### src/rximm_pkg.sv
// Purpose: Shared constants for the receiver interrupt mask and trigger-mode block.
// Assumes: AXI4-Lite register access, 32-bit data, byte addresses four times the register index.
// Notes:   Eight-bit registers sit in the low bits of each word; upper bits read as zero.
package rximm_pkg;
    // Register indices as printed, and the address width they are decoded within.
    localparam logic [7:0] RXIMM_IDX_ENABLE_ONE  = 8'h16;
    localparam logic [7:0] RXIMM_IDX_ENABLE_TWO  = 8'h17;
    localparam logic [7:0] RXIMM_IDX_TRIG_ONE    = 8'h18;
    localparam logic [7:0] RXIMM_IDX_TRIG_TWO    = 8'h19;
    localparam logic [7:0] RXIMM_IDX_SOURCE      = 8'h1E;
    localparam logic [7:0] RXIMM_IDX_PENDING     = 8'h1F;
    localparam int         RXIMM_ADDR_W          = 10;

    // Reset values: every source masked, every trigger rising-edge.
    localparam logic [7:0] RXIMM_RST_ENABLE_ONE  = 8'h00;
    localparam logic [7:0] RXIMM_RST_ENABLE_TWO  = 8'h00;
    localparam logic [7:0] RXIMM_RST_TRIG        = 8'h00;
    localparam logic [7:0] RXIMM_ENABLE_TWO_MASK = 8'h01;

    // Source bit positions inside the nine-bit source vector.
    localparam int RXIMM_SRC_N        = 9;
    localparam int RXIMM_BIT_BUFCOPY  = 0;
    localparam int RXIMM_BIT_SUBCRC   = 1;
    localparam int RXIMM_BIT_LOCKLOSS = 2;
    localparam int RXIMM_BIT_SUBCHG   = 3;
    localparam int RXIMM_BIT_LINECODE = 4;
    localparam int RXIMM_BIT_VALIDITY = 5;
    localparam int RXIMM_BIT_FRAMECHK = 6;
    localparam int RXIMM_BIT_CSCRC    = 7;
    localparam int RXIMM_BIT_SLIP     = 8;

    // Two-bit trigger encoding.
    localparam logic [1:0] RXIMM_TRIG_RISE  = 2'h0;
    localparam logic [1:0] RXIMM_TRIG_FALL  = 2'h1;
    localparam logic [1:0] RXIMM_TRIG_LEVEL = 2'h2;
    localparam logic [1:0] RXIMM_TRIG_RSVD  = 2'h3;

    localparam logic [1:0] RXIMM_RESP_OKAY   = 2'h0;
    localparam logic [1:0] RXIMM_RESP_SLVERR = 2'h2;
endpackage : rximm_pkg

### src/rximm_if.sv
// Purpose: Carrier between the register file and the trigger detector.
// Assumes: One clock domain.
// Notes:   Mode codes are two bits per source, source order as in the package.
`timescale 1ns/1ps
interface rximm_if;
    logic [17:0] trig_mode;
    logic [8:0]  enable;
    logic [8:0]  pending;
    logic [8:0]  ack;
    modport ctrl (output trig_mode, output enable, output ack, input pending);
    modport det  (input trig_mode, input enable, input ack, output pending);
endinterface : rximm_if

### src/rximm_detect.sv
// Purpose: Per-source edge or level detection with sticky pending bits.
// Assumes: Source levels are already synchronised to ref_clk.
// Notes:   Reserved trigger code raises nothing.
`timescale 1ns/1ps
module rximm_detect (
    input  wire logic       ref_clk,
    input  wire logic       rst_n,
    input  wire logic [8:0] src_level,
    rximm_if.det            port
);
    logic [8:0] prev_reg;
    logic [8:0] hit;

    // Detection of the chosen trigger for one source.
    function automatic logic rximm_trig_hit(input logic [1:0] mode, input logic cur, input logic old);
        logic r;
        r = 1'b0;
        unique case (mode)
            rximm_pkg::RXIMM_TRIG_RISE:  r = cur & ~old;
            rximm_pkg::RXIMM_TRIG_FALL:  r = ~cur & old;
            rximm_pkg::RXIMM_TRIG_LEVEL: r = cur;
            rximm_pkg::RXIMM_TRIG_RSVD:  r = 1'b0;
        endcase
        return r;
    endfunction : rximm_trig_hit

    // Masked sources never qualify, so they cannot raise a pending bit.
    always_comb
    begin
        for (int i = 0; i < rximm_pkg::RXIMM_SRC_N; i++)
        begin
            hit[i] = port.enable[i] & rximm_trig_hit(port.trig_mode[2*i +: 2], src_level[i], prev_reg[i]);
        end
    end

    // Previous level for edge detection.
    always_ff @(posedge ref_clk)
    begin
        if (!rst_n)
            prev_reg <= 9'h000;
        else
            prev_reg <= src_level;
    end

    // Sticky pending; a new hit wins over a same-cycle acknowledge.
    always_ff @(posedge ref_clk)
    begin
        if (!rst_n)
            port.pending <= 9'h000;
        else
            port.pending <= (port.pending & ~port.ack) | hit;
    end

    AST_MASKED_NO_SET: assert property (@(posedge ref_clk) disable iff (!rst_n)
        (!port.enable[3] && !port.pending[3]) |=> !port.pending[3])
        else $error("masked change source set pending");
    AST_RISE_SETS: assert property (@(posedge ref_clk) disable iff (!rst_n)
        (port.enable[2] && port.trig_mode[5:4] == rximm_pkg::RXIMM_TRIG_RISE && src_level[2] && !prev_reg[2])
        |=> port.pending[2])
        else $error("rising edge missed on lock loss");
    AST_FALL_SETS: assert property (@(posedge ref_clk) disable iff (!rst_n)
        (port.enable[7] && port.trig_mode[15:14] == rximm_pkg::RXIMM_TRIG_FALL && !src_level[7] && prev_reg[7])
        |=> port.pending[7])
        else $error("falling edge missed on status crc");
    AST_LEVEL_SETS: assert property (@(posedge ref_clk) disable iff (!rst_n)
        (port.enable[4] && port.trig_mode[9:8] == rximm_pkg::RXIMM_TRIG_LEVEL && src_level[4])
        |=> port.pending[4])
        else $error("level trigger missed on line code");
    AST_RSVD_QUIET: assert property (@(posedge ref_clk) disable iff (!rst_n)
        (port.trig_mode[1:0] == rximm_pkg::RXIMM_TRIG_RSVD && !port.pending[0]) |=> !port.pending[0])
        else $error("reserved mode raised buffer copy");
    COV_LEVEL: cover property (@(posedge ref_clk) disable iff (!rst_n)
        port.trig_mode[9:8] == rximm_pkg::RXIMM_TRIG_LEVEL && hit[4]);
    COV_FALL: cover property (@(posedge ref_clk) disable iff (!rst_n) hit[7] && !src_level[7]);
endmodule : rximm_detect

### src/rximm_top.sv
// Purpose: Receiver interrupt enables and trigger modes behind an AXI4-Lite slave.
// Assumes: ref_clk at 125 MHz, synchronous active-low reset, asynchronous flag inputs.
// Notes:   Combined interrupt is driven active low when the general output is set to carry it.
// Notes on behaviour
// - Sub-code change interrupt gated by enable bit; 0 masks, 1 enables, reset masked.
// - Lock loss interrupt gated by enable bit, reset masked, 1 enables.
// - Sub-code CRC interrupt gated by enable bit, reset masked, 1 enables.
// - Buffer copy interrupt gated by enable bit, reset masked, 1 enables.
// - Slip enable is bit 0 of the second enable register; bits 7..1 read zero.
// - First trigger register: change, lock loss, sub-code CRC, buffer copy, high to low.
// - Change trigger: 00 rise default, 01 fall, 10 level, 11 reserved.
// - Lock loss trigger uses the same encoding, rise by default.
// - Sub-code CRC and buffer copy triggers use the same encoding.
// - Channel status CRC trigger uses the same encoding.
// - Line code error trigger uses the same encoding.
// - Only enabled sources raise an interrupt; masked flags stay silent.
// - Combined interrupt offered active low on a general output when configured.
//
// Local design decision: the AXI4-Lite interface to the registers.
`timescale 1ns/1ps
module rximm_top (
    input  wire logic        ref_clk,
    input  wire logic        rst_n,
    input  wire logic [8:0]  flag_in,
    input  wire logic        gpo_carries_irq,
    output logic             rx_irq_n,
    input  wire logic [31:0] s_axi_awaddr,
    input  wire logic        s_axi_awvalid,
    output logic             s_axi_awready,
    input  wire logic [31:0] s_axi_wdata,
    input  wire logic [3:0]  s_axi_wstrb,
    input  wire logic        s_axi_wvalid,
    output logic             s_axi_wready,
    output logic [1:0]       s_axi_bresp,
    output logic             s_axi_bvalid,
    input  wire logic        s_axi_bready,
    input  wire logic [31:0] s_axi_araddr,
    input  wire logic        s_axi_arvalid,
    output logic             s_axi_arready,
    output logic [31:0]      s_axi_rdata,
    output logic [1:0]       s_axi_rresp,
    output logic             s_axi_rvalid,
    input  wire logic        s_axi_rready
);
    rximm_if link ();

    logic [8:0]  sync1_reg;
    logic [8:0]  sync2_reg;
    logic [7:0]  enable_one_reg;
    logic [7:0]  enable_two_reg;
    logic [7:0]  trig_one_reg;
    logic [7:0]  trig_two_reg;
    logic        aw_held_reg;
    logic        w_held_reg;
    logic [31:0] awaddr_reg;
    logic [31:0] wdata_reg;
    logic [3:0]  wstrb_reg;
    logic        do_write;
    logic        wr_hit;
    logic [7:0]  wr_idx;
    logic [7:0]  rd_idx;
    logic [7:0]  rd_byte;
    logic        rd_hit;
    logic [8:0]  ack_reg;
    logic        irq_reg;

    // Word address to printed register index; misaligned or far addresses never match.
    function automatic logic [7:0] rximm_index(input logic [31:0] addr);
        logic [7:0] idx;
        idx = 8'hFF;
        if (addr[1:0] == 2'h0 && addr[31:rximm_pkg::RXIMM_ADDR_W] == '0)
            idx = addr[9:2];
        return idx;
    endfunction : rximm_index

    // True when the index is one of the mapped registers.
    function automatic logic rximm_mapped(input logic [7:0] idx);
        return idx == rximm_pkg::RXIMM_IDX_ENABLE_ONE || idx == rximm_pkg::RXIMM_IDX_ENABLE_TWO
            || idx == rximm_pkg::RXIMM_IDX_TRIG_ONE || idx == rximm_pkg::RXIMM_IDX_TRIG_TWO
            || idx == rximm_pkg::RXIMM_IDX_SOURCE || idx == rximm_pkg::RXIMM_IDX_PENDING;
    endfunction : rximm_mapped

    // Flags come from other parts of the receiver on unrelated timing, so two stages first.
    always_ff @(posedge ref_clk)
    begin
        if (!rst_n)
        begin
            sync1_reg <= 9'h000;
            sync2_reg <= 9'h000;
        end
        else
        begin
            sync1_reg <= flag_in;
            sync2_reg <= sync1_reg;
        end
    end

    // Address and data may arrive in either order; each is held until both are in.
    always_ff @(posedge ref_clk)
    begin
        if (!rst_n)
        begin
            aw_held_reg <= 1'b0;
            w_held_reg  <= 1'b0;
            awaddr_reg  <= 32'h0000_0000;
            wdata_reg   <= 32'h0000_0000;
            wstrb_reg   <= 4'h0;
        end
        else
        begin
            if (s_axi_awvalid && s_axi_awready)
            begin
                aw_held_reg <= 1'b1;
                awaddr_reg  <= s_axi_awaddr;
            end
            else if (do_write)
                aw_held_reg <= 1'b0;
            if (s_axi_wvalid && s_axi_wready)
            begin
                w_held_reg <= 1'b1;
                wdata_reg  <= s_axi_wdata;
                wstrb_reg  <= s_axi_wstrb;
            end
            else if (do_write)
                w_held_reg <= 1'b0;
        end
    end

    // A held half blocks a second one until the response has been taken.
    assign s_axi_awready = !aw_held_reg && !s_axi_bvalid;
    assign s_axi_wready  = !w_held_reg && !s_axi_bvalid;
    assign do_write      = aw_held_reg && w_held_reg && !s_axi_bvalid;
    assign wr_idx        = rximm_index(awaddr_reg);
    assign wr_hit        = do_write && rximm_mapped(wr_idx) && wstrb_reg[0];

    // Write response, one cycle after both halves are held.
    always_ff @(posedge ref_clk)
    begin
        if (!rst_n)
        begin
            s_axi_bvalid <= 1'b0;
            s_axi_bresp  <= rximm_pkg::RXIMM_RESP_OKAY;
        end
        else if (do_write)
        begin
            s_axi_bvalid <= 1'b1;
            s_axi_bresp  <= rximm_mapped(wr_idx) ? rximm_pkg::RXIMM_RESP_OKAY : rximm_pkg::RXIMM_RESP_SLVERR;
        end
        else if (s_axi_bready)
            s_axi_bvalid <= 1'b0;
    end

    // Enable registers; everything comes out of reset masked.
    always_ff @(posedge ref_clk)
    begin
        if (!rst_n)
        begin
            enable_one_reg <= rximm_pkg::RXIMM_RST_ENABLE_ONE;
            enable_two_reg <= rximm_pkg::RXIMM_RST_ENABLE_TWO;
        end
        else if (wr_hit && wr_idx == rximm_pkg::RXIMM_IDX_ENABLE_ONE)
            enable_one_reg <= wdata_reg[7:0];
        else if (wr_hit && wr_idx == rximm_pkg::RXIMM_IDX_ENABLE_TWO)
            enable_two_reg <= wdata_reg[7:0] & rximm_pkg::RXIMM_ENABLE_TWO_MASK;
    end

    // Trigger registers; the reserved code is stored as written and then detects nothing.
    always_ff @(posedge ref_clk)
    begin
        if (!rst_n)
        begin
            trig_one_reg <= rximm_pkg::RXIMM_RST_TRIG;
            trig_two_reg <= rximm_pkg::RXIMM_RST_TRIG;
        end
        else if (wr_hit && wr_idx == rximm_pkg::RXIMM_IDX_TRIG_ONE)
            trig_one_reg <= wdata_reg[7:0];
        else if (wr_hit && wr_idx == rximm_pkg::RXIMM_IDX_TRIG_TWO)
            trig_two_reg <= wdata_reg[7:0];
    end

    // Writing ones to the pending register acknowledges those bits for one cycle.
    always_ff @(posedge ref_clk)
    begin
        if (!rst_n)
            ack_reg <= 9'h000;
        else if (wr_hit && wr_idx == rximm_pkg::RXIMM_IDX_PENDING)
            ack_reg <= wdata_reg[8:0];
        else
            ack_reg <= 9'h000;
    end

    // Field order of each register follows the source vector order, low bits first.
    assign link.trig_mode = {2'h0, trig_two_reg, trig_one_reg};
    assign link.enable    = {enable_two_reg[0], enable_one_reg};
    assign link.ack       = ack_reg;

    rximm_detect u_detect (
        .ref_clk   (ref_clk),
        .rst_n     (rst_n),
        .src_level (sync2_reg),
        .port      (link)
    );

    // The slip source has no trigger field here; its mode bits are tied to rising edge.
    // Combined interrupt: any pending bit, shown low only when the output is configured.
    always_ff @(posedge ref_clk)
    begin
        if (!rst_n)
            irq_reg <= 1'b0;
        else
            irq_reg <= |link.pending;
    end
    assign rx_irq_n = !(irq_reg && gpo_carries_irq);

    // Read path; answer one cycle after the address is taken.
    assign rd_idx        = rximm_index(s_axi_araddr);
    assign rd_hit        = rximm_mapped(rd_idx);
    assign s_axi_arready = !s_axi_rvalid;
    always_comb
    begin
        rd_byte = 8'h00;
        if (rd_idx == rximm_pkg::RXIMM_IDX_ENABLE_ONE)
            rd_byte = enable_one_reg;
        else if (rd_idx == rximm_pkg::RXIMM_IDX_ENABLE_TWO)
            rd_byte = enable_two_reg;
        else if (rd_idx == rximm_pkg::RXIMM_IDX_TRIG_ONE)
            rd_byte = trig_one_reg;
        else if (rd_idx == rximm_pkg::RXIMM_IDX_TRIG_TWO)
            rd_byte = trig_two_reg;
    end

    // Read data is registered so that the answer stands unchanged while rvalid waits.
    always_ff @(posedge ref_clk)
    begin
        if (!rst_n)
        begin
            s_axi_rvalid <= 1'b0;
            s_axi_rdata  <= 32'h0000_0000;
            s_axi_rresp  <= rximm_pkg::RXIMM_RESP_OKAY;
        end
        else if (s_axi_arvalid && s_axi_arready)
        begin
            s_axi_rvalid <= 1'b1;
            s_axi_rresp  <= rd_hit ? rximm_pkg::RXIMM_RESP_OKAY : rximm_pkg::RXIMM_RESP_SLVERR;
            if (rd_idx == rximm_pkg::RXIMM_IDX_SOURCE)
                s_axi_rdata <= {23'h000000, sync2_reg};
            else if (rd_idx == rximm_pkg::RXIMM_IDX_PENDING)
                s_axi_rdata <= {23'h000000, link.pending};
            else
                s_axi_rdata <= {24'h000000, rd_byte};
        end
        else if (s_axi_rready)
            s_axi_rvalid <= 1'b0;
    end

    // Register file: reset values, stored bits and writes that land.
    AST_RESET_MASKED: assert property (@(posedge ref_clk)
        !rst_n |=> (enable_one_reg == 8'h00 && enable_two_reg == 8'h00
            && trig_one_reg == 8'h00 && trig_two_reg == 8'h00))
        else $error("enables not masked after reset");

    AST_TWO_UPPER_ZERO: assert property (@(posedge ref_clk) disable iff (!rst_n)
        enable_two_reg[7:1] == 7'h00)
        else $error("upper enable two bits not zero");

    AST_ENABLE_WRITE: assert property (@(posedge ref_clk) disable iff (!rst_n)
        (wr_hit && wr_idx == rximm_pkg::RXIMM_IDX_ENABLE_ONE)
        |=> enable_one_reg == $past(wdata_reg[7:0]))
        else $error("enable one write lost");

    AST_TRIG_WRITE: assert property (@(posedge ref_clk) disable iff (!rst_n)
        (wr_hit && wr_idx == rximm_pkg::RXIMM_IDX_TRIG_ONE)
        |=> trig_one_reg == $past(wdata_reg[7:0]))
        else $error("trigger one write lost");

    AST_TRIG_TWO_WRITE: assert property (@(posedge ref_clk) disable iff (!rst_n)
        (wr_hit && wr_idx == rximm_pkg::RXIMM_IDX_TRIG_TWO)
        |=> trig_two_reg == $past(wdata_reg[7:0]))
        else $error("trigger two write lost");

    AST_EN2_READ: assert property (@(posedge ref_clk) disable iff (!rst_n)
        (s_axi_arvalid && s_axi_arready && rd_idx == rximm_pkg::RXIMM_IDX_ENABLE_TWO)
        |=> s_axi_rdata[31:1] == 31'h0)
        else $error("enable two read upper bits not zero");

    // Masking: a clear enable bit keeps its pending bit low.
    AST_ENABLE_LOCK: assert property (@(posedge ref_clk) disable iff (!rst_n)
        (!enable_one_reg[2] && !link.pending[2])
        |=> !link.pending[2])
        else $error("masked lock loss set pending");

    AST_CRC_MASK: assert property (@(posedge ref_clk) disable iff (!rst_n)
        (!enable_one_reg[1] && !link.pending[1]) ##1 !enable_one_reg[1]
        |-> !link.pending[1])
        else $error("masked crc set pending");

    AST_COPY_MASK: assert property (@(posedge ref_clk) disable iff (!rst_n)
        (!enable_one_reg[0] && !link.pending[0])
        |=> !link.pending[0])
        else $error("masked buffer copy set pending");

    AST_SLIP_MASK: assert property (@(posedge ref_clk) disable iff (!rst_n)
        (!enable_two_reg[0] && !link.pending[8])
        |=> !link.pending[8])
        else $error("masked slip set pending");

    // Combined interrupt: follows the pending word one cycle later.
    AST_IRQ_FOLLOWS: assert property (@(posedge ref_clk) disable iff (!rst_n)
        (|link.pending)
        |=> irq_reg)
        else $error("irq did not follow pending");

    AST_IRQ_CLEAR: assert property (@(posedge ref_clk) disable iff (!rst_n)
        !(|link.pending)
        |=> !irq_reg)
        else $error("irq stayed set with nothing pending");

    AST_IRQ_PIN: assert property (@(posedge ref_clk) disable iff (!rst_n)
        ($rose(|link.pending) && gpo_carries_irq) ##1 gpo_carries_irq
        |-> !rx_irq_n)
        else $error("irq pin not low");

    AST_PIN_IDLE: assert property (@(posedge ref_clk) disable iff (!rst_n)
        !gpo_carries_irq |-> rx_irq_n)
        else $error("irq pin low while not configured");

    // Bus answers stand until the master takes them.
    AST_BRESP_ONE: assert property (@(posedge ref_clk) disable iff (!rst_n)
        do_write
        |=> s_axi_bvalid)
        else $error("no write response");

    AST_BVALID_HOLD: assert property (@(posedge ref_clk) disable iff (!rst_n)
        (s_axi_bvalid && !s_axi_bready)
        |=> s_axi_bvalid)
        else $error("write response dropped before taken");

    AST_RVALID_HOLD: assert property (@(posedge ref_clk) disable iff (!rst_n)
        (s_axi_rvalid && !s_axi_rready)
        |=> (s_axi_rvalid && $stable(s_axi_rdata)))
        else $error("read answer dropped before taken");

    // Main scenarios: a register write, a read taken, and the pin going low.
    COV_WRITE: cover property (@(posedge ref_clk) disable iff (!rst_n) wr_hit);
    COV_READ: cover property (@(posedge ref_clk) disable iff (!rst_n) s_axi_rvalid && s_axi_rready);
    COV_IRQ: cover property (@(posedge ref_clk) disable iff (!rst_n) $fell(rx_irq_n));
endmodule : rximm_top
### config.mk
export PLATFORM = sky130hd
export DESIGN_NAME = rximm_top
export DESIGN_NICKNAME = d
export VERILOG_FILES = /design/src/rximm_pkg.sv /design/src/rximm_if.sv /design/src/rximm_detect.sv /design/src/rximm_top.sv
export SDC_FILE = /design/constraint.sdc
export NUM_CORES = 1
export LEC_CHECK = 0
export BUFFER_PORTS_ARGS = -buffer_cell sky130_fd_sc_hd__buf_4
export CAP_MARGIN = 20
export CORE_MARGIN = 4
export CORE_UTILIZATION = 55
export CTS_BUF_LIST = sky130_fd_sc_hd__clkbuf_4 sky130_fd_sc_hd__clkbuf_8 sky130_fd_sc_hd__clkbuf_16
export CTS_CLUSTER_DIAMETER = 100
export DETAILED_ROUTE_END_ITERATION = 8
export HOLD_SLACK_MARGIN = 0.15
export PLACE_DENSITY = 0.85
export SYNTH_ARGS = -nofsm -noshare
export SYNTH_HDL_FRONTEND = slang
export SYNTH_SLANG_ARGS = --single-unit
export TNS_END_PERCENT = 1
### constraint.sdc
create_clock -name ref_clk -period 4.66 [get_ports ref_clk]
set_input_delay 0.932 -clock ref_clk [delete_from_list [all_inputs] [get_ports ref_clk]]
set_output_delay 0.932 -clock ref_clk [all_outputs]
set_load 0.01 [all_outputs]
==> results by group, run 1 <==
Setup path
  • CP max-delay cell: or4_1
  • Worst path bufs/invs: 0
  • Critical path launch point type: flip-flop
  • Crit path kind: flip-flop to flip-flop
  • CP max FO: 8
  • Top delay family on crit path: simple AND/OR/NAND/NOR gates
  • Crit path DAT: 3.14 ns
  • CP required: approximately 5.1 ns
  • Slowest cell delay on critical path: between 0.7 and 0.8 ns
  • Worst-path cell chain: nor4b_1 > nand4_1 > or4_1 > nor4_4 > mux2i_1
  • Crit path capture type: flip-flop

Placed design
  • PortBufs: between 100 and 150
  • RD Place Congestion: 0.830
  • HPWL after DPL: between 8000 and 9000 µm
  • Dpl cell area: about 6000 µm²

STA
  • Fin Clk Skew: between 0.006 and 0.007 ns
  • RSZ-0062 raised after global routing: false
  • Fmax: between 300 and 400 MHz
  • Slew Viols, Final: 0
  • Final setup viols: 0
  • Slew @ Worst Pin: roughly 1.0 ns
  • TNS Setup: 0 ns
  • Max transition margin: 32.0%
  • Min cycle time layout: 2.70 ns
  • Final Hold Viols: 0
  • Tcrit/Tclk final: 57.9%

Synth
  • Cell taking the most area after synthesis: dfxtp_1
  • Sequential share of the synthesized area: approximately half
  • Top-area cell type share of the netlist area: about half
  • Synth top area cells: dfxtp_1, nand2_1, a21oi_1
  • Synthesized-area fraction occupied by adder cells: 0%
  • Syn. warnings: 0
  • Synth Area in Simple Gates: approximately a quarter
  • Synth Area in XOR/XNOR: 0%
  • Syn Std Cell Area: 5140 µm²
  • Synth cell types: 35
  • Mean Syn Cell Area: a little under 9 µm²
  • Gate Count Post-Synth: a little under 600
  • Multiplexer share of the synthesized area: under 10%
  • Synth Register Bits: between 100 and 150
  • Post-synthesis compound-gate area fraction: between 10% and 20%
  • Largest family of logic cells by synthesized area: simple AND/OR/NAND/NOR gates

Power and ir drop
  • Flop pwr share: about 44%
  • Worst ir drop on vdd: between 0.2 and 0.3 mV
  • Pwr dens: around 400 nW/µm²
  • Clk pwr share: a little under half
  • Leakage power: 0.00262 µW
  • P_int: 2040 µW
  • Switching Share: a little over a fifth
  • Comb power frac: under 10%
  • Pwr Total: roughly 2600 µW
  • NetSw: 571 µW

Route
  • Routed wire per std cell: roughly 16 µm
  • Starting DRT DRC Count: between 200 and 300
  • DRT Pass-1 Iters: 5
  • WL final: approximately 13,000 µm
  • Antenna viol nets, final: 0
  • Number of remaining DRC errors: 0
  • Vias: between 4k and 5k
  • Vias per inst: 5.47

Floorplanning
  • Initial Util: between 50% and 60%
  • Width of the chip: roughly 100 µm
  • Core Area: 9150 µm²
  • DIE HEIGHT: ~100 µm
  • Core Rows: 35
  • Area of the die: between 10,000 and 15,000 µm²
  • Ports: about 160

Clocking
  • Worst-path clk slew: 0.06 ns
  • Max H-tree Level: 4
  • CTS tree: done
  • Setup repair bufs after CTS: 0
  • Root Buffer: clkbuf_8
  • Max clock buf depth: 2
  • Clk Latency, worst-skew pair: roughly 0.52 ns
  • Cts repair resizes: 0
  • Hold buffer count at cts: 0
  • Num CTS Buffers: 17
  • Sink Count: 128

Layout
  • Diodes inserted: 0
  • Fillers: 700
  • Most common cell after layout, fill and taps aside: nand2_1
  • Final Util: a little over two thirds
  • Share of cells above drive strength 1: between 20% and 30%
  • Post-route cell area: between 6000 and 7000 µm²
  • Most frequent cells in the layout: nand2_1, dfxtp_1, buf_4
  • Nets: 806
  • Layout overhead on the synthesized area: 25.4%
  • Number of flip-flops in the largest register: 32

Outcome
  • Outcome: finished, final reports clean

Global routing
  • Initial antenna violation count: 0
  • First-pass GRT wire length: ~21,000 µm
  • Largest net degree at the start of global routing: between 60 and 70
  • Vias in the first global route: about 4.3k
  • All-Layer GR Usage: 23.3%
  • GRT overflow: 0

Min path
  • Min-delay worst type: flip-flop to flip-flop

Flow run
  • Max capacitance violation total: 0
cell type report:
type	count	area, µm²	share of cell area (%)
inverters	11	41.3	0.641
multi-input cells	422	2320	36.0
well taps	111	139	2.16
clock inverters	7	85.1	1.32
flip-flops and latches	128	2560	39.8
clock buffers	23	478	7.42
repair buffers	109	818	12.7
cell usage after synthesis, drive strengths merged:
master / n
a211oi: 1
a21o: 8
a21oi: 59
a22o: 7
a22oi: 7
a2bb2oi: 7
a31oi: 2
and2: 40
and3b: 1
buf: 30
clkbuf: 26
conb: 1
dfxtp: 128
inv: 11
mux2: 2
mux2i: 26
nand2: 135
nand2b: 11
nand3b: 3
nand4: 4
nor2: 23
nor2b: 1
nor3: 1
nor3b: 2
nor4: 15
nor4b: 11
o211ai: 1
o21ai: 20
o31ai: 8
or4: 2
path summary, 6_finish.rpt:
kind | slack [ns] | to | cells past startpoint | start
max reg2reg | 1.96 | enable_one_reg[1] | 5 | awaddr_reg[23]
min | 0.43 | sync2_reg[5] | 1 | sync1_reg[5]
max | 1.96 | enable_one_reg[1] | 5 | awaddr_reg[23]
min reg2reg | 0.43 | sync2_reg[5] | 1 | sync1_reg[5]
cell families after synthesis:
family                 after synthesis
AND/OR/NAND/NOR                    249
flip-flops                         128
AO/OA/AOI/OAI                      120
buffers and inverters               67
multiplexers                        28
other                                1
routing by layer:
layer	share of wire, %	global-route usage (%)
met1	41	28.7
met2	49	37.5
met3	8.2	6.86
met4	2.3	10.9
met5	0	0
through the flow:
step                setup slack [ns]  instances  hold slack, ns
global route                    1.87        811           0.440
global placement                1.77        781           0.416
CTS                             1.97        811           0.429
finish                          1.96        811           0.429
detailed placement              1.72        781           0.418
floorplan                       2.42        617           0.412
power by group through the flow:
| stage | combinational (µW) | sequential (µW) | clock (µW) |
|---|---|---|---|
| after floorplan | 131 | 1170 | 0 |
| after detailed placement | 203 | 1180 | 0 |
| after CTS | 206 | 1160 | 1260 |
| after global routing | 229 | 1160 | 1310 |
| final | 205 | 1160 | 1240 |
| after global placement | 196 | 1180 | 0 |
(Power assumes the default switching activity.)
==> run 2, diff against run 1 <==
--- a/config.mk
+++ b/config.mk
@@ -8,12 +8,12 @@
 export BUFFER_PORTS_ARGS = -buffer_cell sky130_fd_sc_hd__buf_4
 export CAP_MARGIN = 20
 export CORE_MARGIN = 4
-export CORE_UTILIZATION = 55
+export CORE_UTILIZATION = 46
 export CTS_BUF_LIST = sky130_fd_sc_hd__clkbuf_4 sky130_fd_sc_hd__clkbuf_8 sky130_fd_sc_hd__clkbuf_16
 export CTS_CLUSTER_DIAMETER = 100
 export DETAILED_ROUTE_END_ITERATION = 8
 export HOLD_SLACK_MARGIN = 0.15
-export PLACE_DENSITY = 0.85
+export PLACE_DENSITY = 0.76
 export SYNTH_ARGS = -nofsm -noshare
 export SYNTH_HDL_FRONTEND = slang
 export SYNTH_SLANG_ARGS = --single-unit
==> constraint.sdc (replaced) <==
create_clock -name ref_clk -period 2.4 [get_ports ref_clk]
set_input_delay 0.48 -clock ref_clk [delete_from_list [all_inputs] [get_ports ref_clk]]
set_output_delay 0.48 -clock ref_clk [all_outputs]
set_load 0.01 [all_outputs]
==> run 2 against run 1 <==
Compared with the run above:
- clock skew is essentially flat
- clock power is 110% higher
- combinational power is 100% higher
- critical path type unchanged
- largest power group unchanged
==> results by group, run 2 (same netlist as run 1, synthesis figures left out) <==
Outcome
  • Outcome: finished, final reports clean

Floorplanning
  • Core Area: around 11,000 µm²
  • Core Rows: 38
  • Ports: approximately 160
  • Width of the chip: 114 µm
  • Area of the die: about 13,000 µm²
  • Initial Util: between 40% and 50%
  • DIE HEIGHT: between 100 and 150 µm

STA
  • Final worst slack: 0.179 ns
  • Max transition margin: between 60% and 70%
  • Fin Clk Skew: 0.00552 ns
  • Slew Viols, Final: 0
  • Worst hold margin: between 0.15 and 0.2 ns
  • TNS Setup: 0 ns
  • Tcrit/Tclk final: around 90%
  • Slew @ Worst Pin: about 0.54 ns
  • Final setup viols: 0
  • Final Hold Viols: 0
  • Min cycle time layout: about 2.2 ns
  • Fmax: roughly 450 MHz

Layout
  • Fillers: 885
  • Number of flip-flops in the largest register: 32
  • Post-route cell area: about 6700 µm²
  • Share of cells above drive strength 1: between 20% and 30%
  • Most common cell after layout, fill and taps aside: nand2_1
  • Layout overhead on the synthesized area: 29.7%
  • Diodes inserted: 0
  • Nets: about 800
  • Most frequent cells in the layout: nand2_1, dfxtp_1, buf_4

Power and ir drop
  • Leakage power: roughly 0.0027 µW
  • Flop pwr share: around 42%
  • Pwr Total: between 5000 and 6000 µW
  • Worst ir drop on vdd: roughly 0.42 mV
  • NetSw: between 1000 and 1500 µW
  • Comb power frac: 7.7%
  • Switching Share: between 20% and 30%
  • Clk pwr share: about half
  • P_int: ~4200 µW
  • Pwr dens: around 800 nW/µm²

Clocking
  • CTS tree: done
  • Clk Latency, worst-skew pair: roughly 0.52 ns
  • Num CTS Buffers: 17
  • Sink Count: approximately 130
  • Worst-path clk slew: 0.06 ns
  • Max H-tree Level: 4
  • Max clock buf depth: 2
  • Root Buffer: clkbuf_8

Route
  • Vias: ~4.4k
  • Antenna viol nets, final: 0
  • DRT Pass-1 Iters: 4
  • Vias per inst: between 5 and 6
  • Starting DRT DRC Count: 220
  • Routed wire per std cell: between 10 and 15 µm
  • Number of remaining DRC errors: 0
  • WL final: ~13,000 µm

Global routing
  • Largest net degree at the start of global routing: 63
  • GRT overflow: 0
  • All-Layer GR Usage: between 15 and 20%
  • Vias in the first global route: between 4k and 5k
  • Initial antenna violation count: 0
  • First-pass GRT wire length: 20,300 µm

Setup path
  • Slowest cell delay on critical path: 0.63 ns
  • Critical path launch point type: flip-flop
  • Top delay family on crit path: simple AND/OR/NAND/NOR gates
  • Crit path kind: flip-flop to flip-flop
  • CP max-delay cell: or4_4
  • Crit path capture type: flip-flop
  • Worst-path cell chain: nor4_2 > nand4_1 > or4_4 > nor3b_2 > buf_4 > mux2i_1
  • Crit path DAT: around 2.7 ns
  • CP max FO: 8
  • CP required: between 2 and 3 ns
  • Worst path bufs/invs: 1

Flow run
  • Max capacitance violation total: 0

Placed design
  • Dpl cell area: 6000 µm²
  • PortBufs: 107
  • RD Place Congestion: around 0.83
  • HPWL after DPL: 8870 µm
  • Worst slack, placed: 0.0496 ns

Min path
  • Min-delay worst type: primary input to flip-flop
[run 2: metrics by stage]
stage | std cells | utilization (%)
after detailed placement | 819 | 55.1
after CTS | 852 | 60.9
after global routing | 853 | 61.2
after global placement | 819 | 55.1
after floorplan | 617 | -
final | 853 | 61.2
[run 2: metal layers]
layer / global-route usage, % / wire length, µm
met5: 0 / 0
met4: 6.73 / 171
met3: 5.31 / 991
met2: 34.1 / 6260
met1: 23.9 / 5140
[run 2: power by group through the flow]
stage	registers (µW)	logic [µW]	clock network, µW
global route	2260	462	2790
CTS	2250	408	2690
finish	2250	409	2660
floorplan	2280	254	0
detailed placement	2290	404	0
global placement	2290	392	0
[run 2: final timing paths]
| check | cells after the start | slack (ns) | start | to |
|---|---|---|---|---|
| hold / removal | 2 | 0.17 | flag_in[3] | sync1_reg[3] |
| setup reg to reg | 6 | 0.18 | awaddr_reg[15] | trig_one_reg[4] |
| setup / recovery | 6 | 0.18 | awaddr_reg[15] | trig_one_reg[4] |
| hold reg to reg | 1 | 0.43 | sync1_reg[0] | sync2_reg[0] |
[run 2: area by class of cell]
cell class	count	area (µm²)	share of cell area [%]
Clock inverter	10	159	2.38
Clock buffer	22	464	6.97
Inverter	11	41.3	0.620
Multi-Input combinational cell	422	2350	35.2
Timing Repair Buffer	120	916	13.7
Sequential cell	128	2560	38.5
Tap cell	140	175	2.63
[run 2: repair_timing]
| item | CTS | global route |
|---|---|---|
| pin swaps | 0 | 1 |
| hold endpoints to repair | 1 | 0 |
| setup buffers | 0 | 1 |
| resized for setup | 1 | 4 |
| hold buffers | 1 | 0 |
| setup endpoints to repair | 2 | 16 |
[run 2: worst register-to-register path, stage by stage (launching register included)]
cell and delay, ns:
dfxtp_1 0.32, nor4_2 0.31, nand4_1 0.20, or4_4 0.63, nor3b_2 0.19, buf_4 0.23, mux2i_1 0.25
==> run 3, diff against run 2 <==
--- a/config.mk
+++ b/config.mk
@@ -7,6 +7,7 @@
 export LEC_CHECK = 0
 export BUFFER_PORTS_ARGS = -buffer_cell sky130_fd_sc_hd__buf_4
 export CAP_MARGIN = 20
+export CORE_ASPECT_RATIO = 0.5
 export CORE_MARGIN = 4
 export CORE_UTILIZATION = 46
 export CTS_BUF_LIST = sky130_fd_sc_hd__clkbuf_4 sky130_fd_sc_hd__clkbuf_8 sky130_fd_sc_hd__clkbuf_16
==> run 3 against run 2 <==
Compared with the run above:
- die area is 0.79% higher
- combinational power up 1%
- sequential share of layout area up 0.18 points
- flip-flop and latch count stayed put
- cell area fell by 0.47%
- critical endpoint is now enable_one_reg[2]
==> results by group, run 3 (same netlist as run 1, synthesis figures left out) <==
Floorplanning
  • Core Rows: 26
  • Ports: approximately 160
  • Width of the chip: approximately 160 µm
  • DIE HEIGHT: between 80 and 90 µm
  • Initial Util: a little under 50%
  • Core Area: around 11,000 µm²
  • Area of the die: ~13,000 µm²

Layout
  • Final Util: 62.9%
  • Number of flip-flops in the largest register: 32
  • Fillers: between 900 and 1k
  • Reg area: ~2600 µm²
  • Most frequent cells in the layout: nand2_1, dfxtp_1, buf_4
  • Most common cell after layout, fill and taps aside: nand2_1
  • Layout overhead on the synthesized area: 29.1%
  • Share of cells above drive strength 1: between 20% and 30%
  • Diodes inserted: 0
  • Nets: roughly 820
  • Multi-input gate area in the final layout: approximately 2300 µm²

STA
  • Fmax: 451 MHz
  • Final setup viols: 0
  • Final worst slack: approximately 0.18 ns
  • Max transition margin: between 50% and 60%
  • Slew Viols, Final: 0
  • Slew @ Worst Pin: 0.734 ns
  • RSZ-0062 raised after global routing: false
  • Final Hold Viols: 0
  • Worst hold margin: roughly 0.25 ns
  • Tcrit/Tclk final: 92.4%
  • Min cycle time layout: around 2.2 ns
  • TNS Setup: 0 ns
  • Fin Clk Skew: roughly 0.010 ns

Clocking
  • Cts repair resizes: 0
  • Sink Count: 128
  • Max H-tree Level: 4
  • CTS tree: done
  • Hold buffer count at cts: 0
  • Clk Latency, worst-skew pair: between 0.4 and 0.5 ns
  • Setup repair bufs after CTS: 0
  • Num CTS Buffers: 17
  • Worst-path clk slew: approximately 0.060 ns
  • Max clock buf depth: 2
  • Root Buffer: clkbuf_16

Power and ir drop
  • Flop pwr share: 43.4%
  • NetSw: 1170 µW
  • Pwr Total: 5180 µW
  • Worst ir drop on vdd: 0.375 mV
  • Clk pwr share: between 40% and 50%
  • P_int: 4000 µW
  • Leakage power: 0.00269 µW
  • Pwr dens: around 780 nW/µm²
  • Switching Share: 22.7%
  • Comb power frac: 8.0%

Placed design
  • PortBufs: ~110
  • RD Place Congestion: about 0.8
  • Worst slack, placed: 0.0701 ns
  • HPWL after DPL: 8750 µm

Outcome
  • Outcome: finished, final reports clean

Route
  • Vias per inst: 5.07
  • Routed wire per std cell: 14.7 µm
  • Starting DRT DRC Count: 206
  • Vias: around 4.3k
  • Antenna viol nets, final: 0
  • DRT Pass-1 Iters: 5
  • WL final: ~13,000 µm
  • Number of remaining DRC errors: 0

Setup path
  • CP required: 2.74 ns
  • Crit path capture type: flip-flop
  • Critical path launch point type: flip-flop
  • Crit path kind: flip-flop to flip-flop
  • CP max FO: 8
  • Crit path DAT: 2.56 ns

Global routing
  • Largest net degree at the start of global routing: 42
  • Initial antenna violation count: 0
  • All-Layer GR Usage: between 10% and 20%
  • Vias in the first global route: roughly 4.2k
  • First-pass GRT wire length: between 20,000 and 25,000 µm
  • GRT overflow: 0

Min path
  • Min-delay worst type: primary input to flip-flop

Flow run
  • Max capacitance violation total: 0
## run 3: power by group through the flow
| stage | clock network, µW | registers, µW | logic, µW |
|---|---|---|---|
| 5_1_grt | 2640 | 2260 | 462 |
| 6_report | 2520 | 2250 | 414 |
| 3_5_place_dp | 0 | 2290 | 410 |
| 2_1_floorplan | 0 | 2280 | 254 |
| 4_1_cts | 2540 | 2250 | 412 |
| 3_3_place_gp | 0 | 2290 | 401 |
## run 3: critical path, cell delays in order, from the launching register on
cell and delay [ns]:
dfxtp_1 0.31, nor4_1 0.32, nand4_1 0.21, or4_4 0.64
nor4_4 0.29, buf_12 0.18, mux2i_1 0.19
## run 3: metal layers
metal  GRT usage [%]  vias to the layer above  part of all wire (%)
li1                -                     2182                     -
met1            24.4                     2004                    45
met2            32.8                      127                    47
met3            6.19                       17                   6.4
met4            7.90                        0                   1.1
met5               0                        -                     0
## run 3: cell type report
class,instances,area share (%)
clock buffer,22,7.17
clock inverter,10,1.68
inverter,11,0.623
multi-input combinational,422,35.2
sequential,128,38.6
tap,140,2.64
timing repair buffer,121,14.1
## run 3: through the flow
stage | area [µm²] | std cells
finish | 6630 | 854
global route | 6630 | 854
CTS | 6620 | 854
detailed placement | 6030 | 822
global placement | 6030 | 822
floorplan | 5230 | 617
## run 3: final timing paths
kind	slack, ns	cells past startpoint	startpoint	endpoint
hold / removal	0.25	2	s_axi_rready	s_axi_rvalid
hold reg to reg	0.43	1	sync1_reg[6]	sync2_reg[6]
setup reg to reg	0.18	6	awaddr_reg[15]	enable_one_reg[2]
setup / recovery	0.18	6	awaddr_reg[15]	enable_one_reg[2]
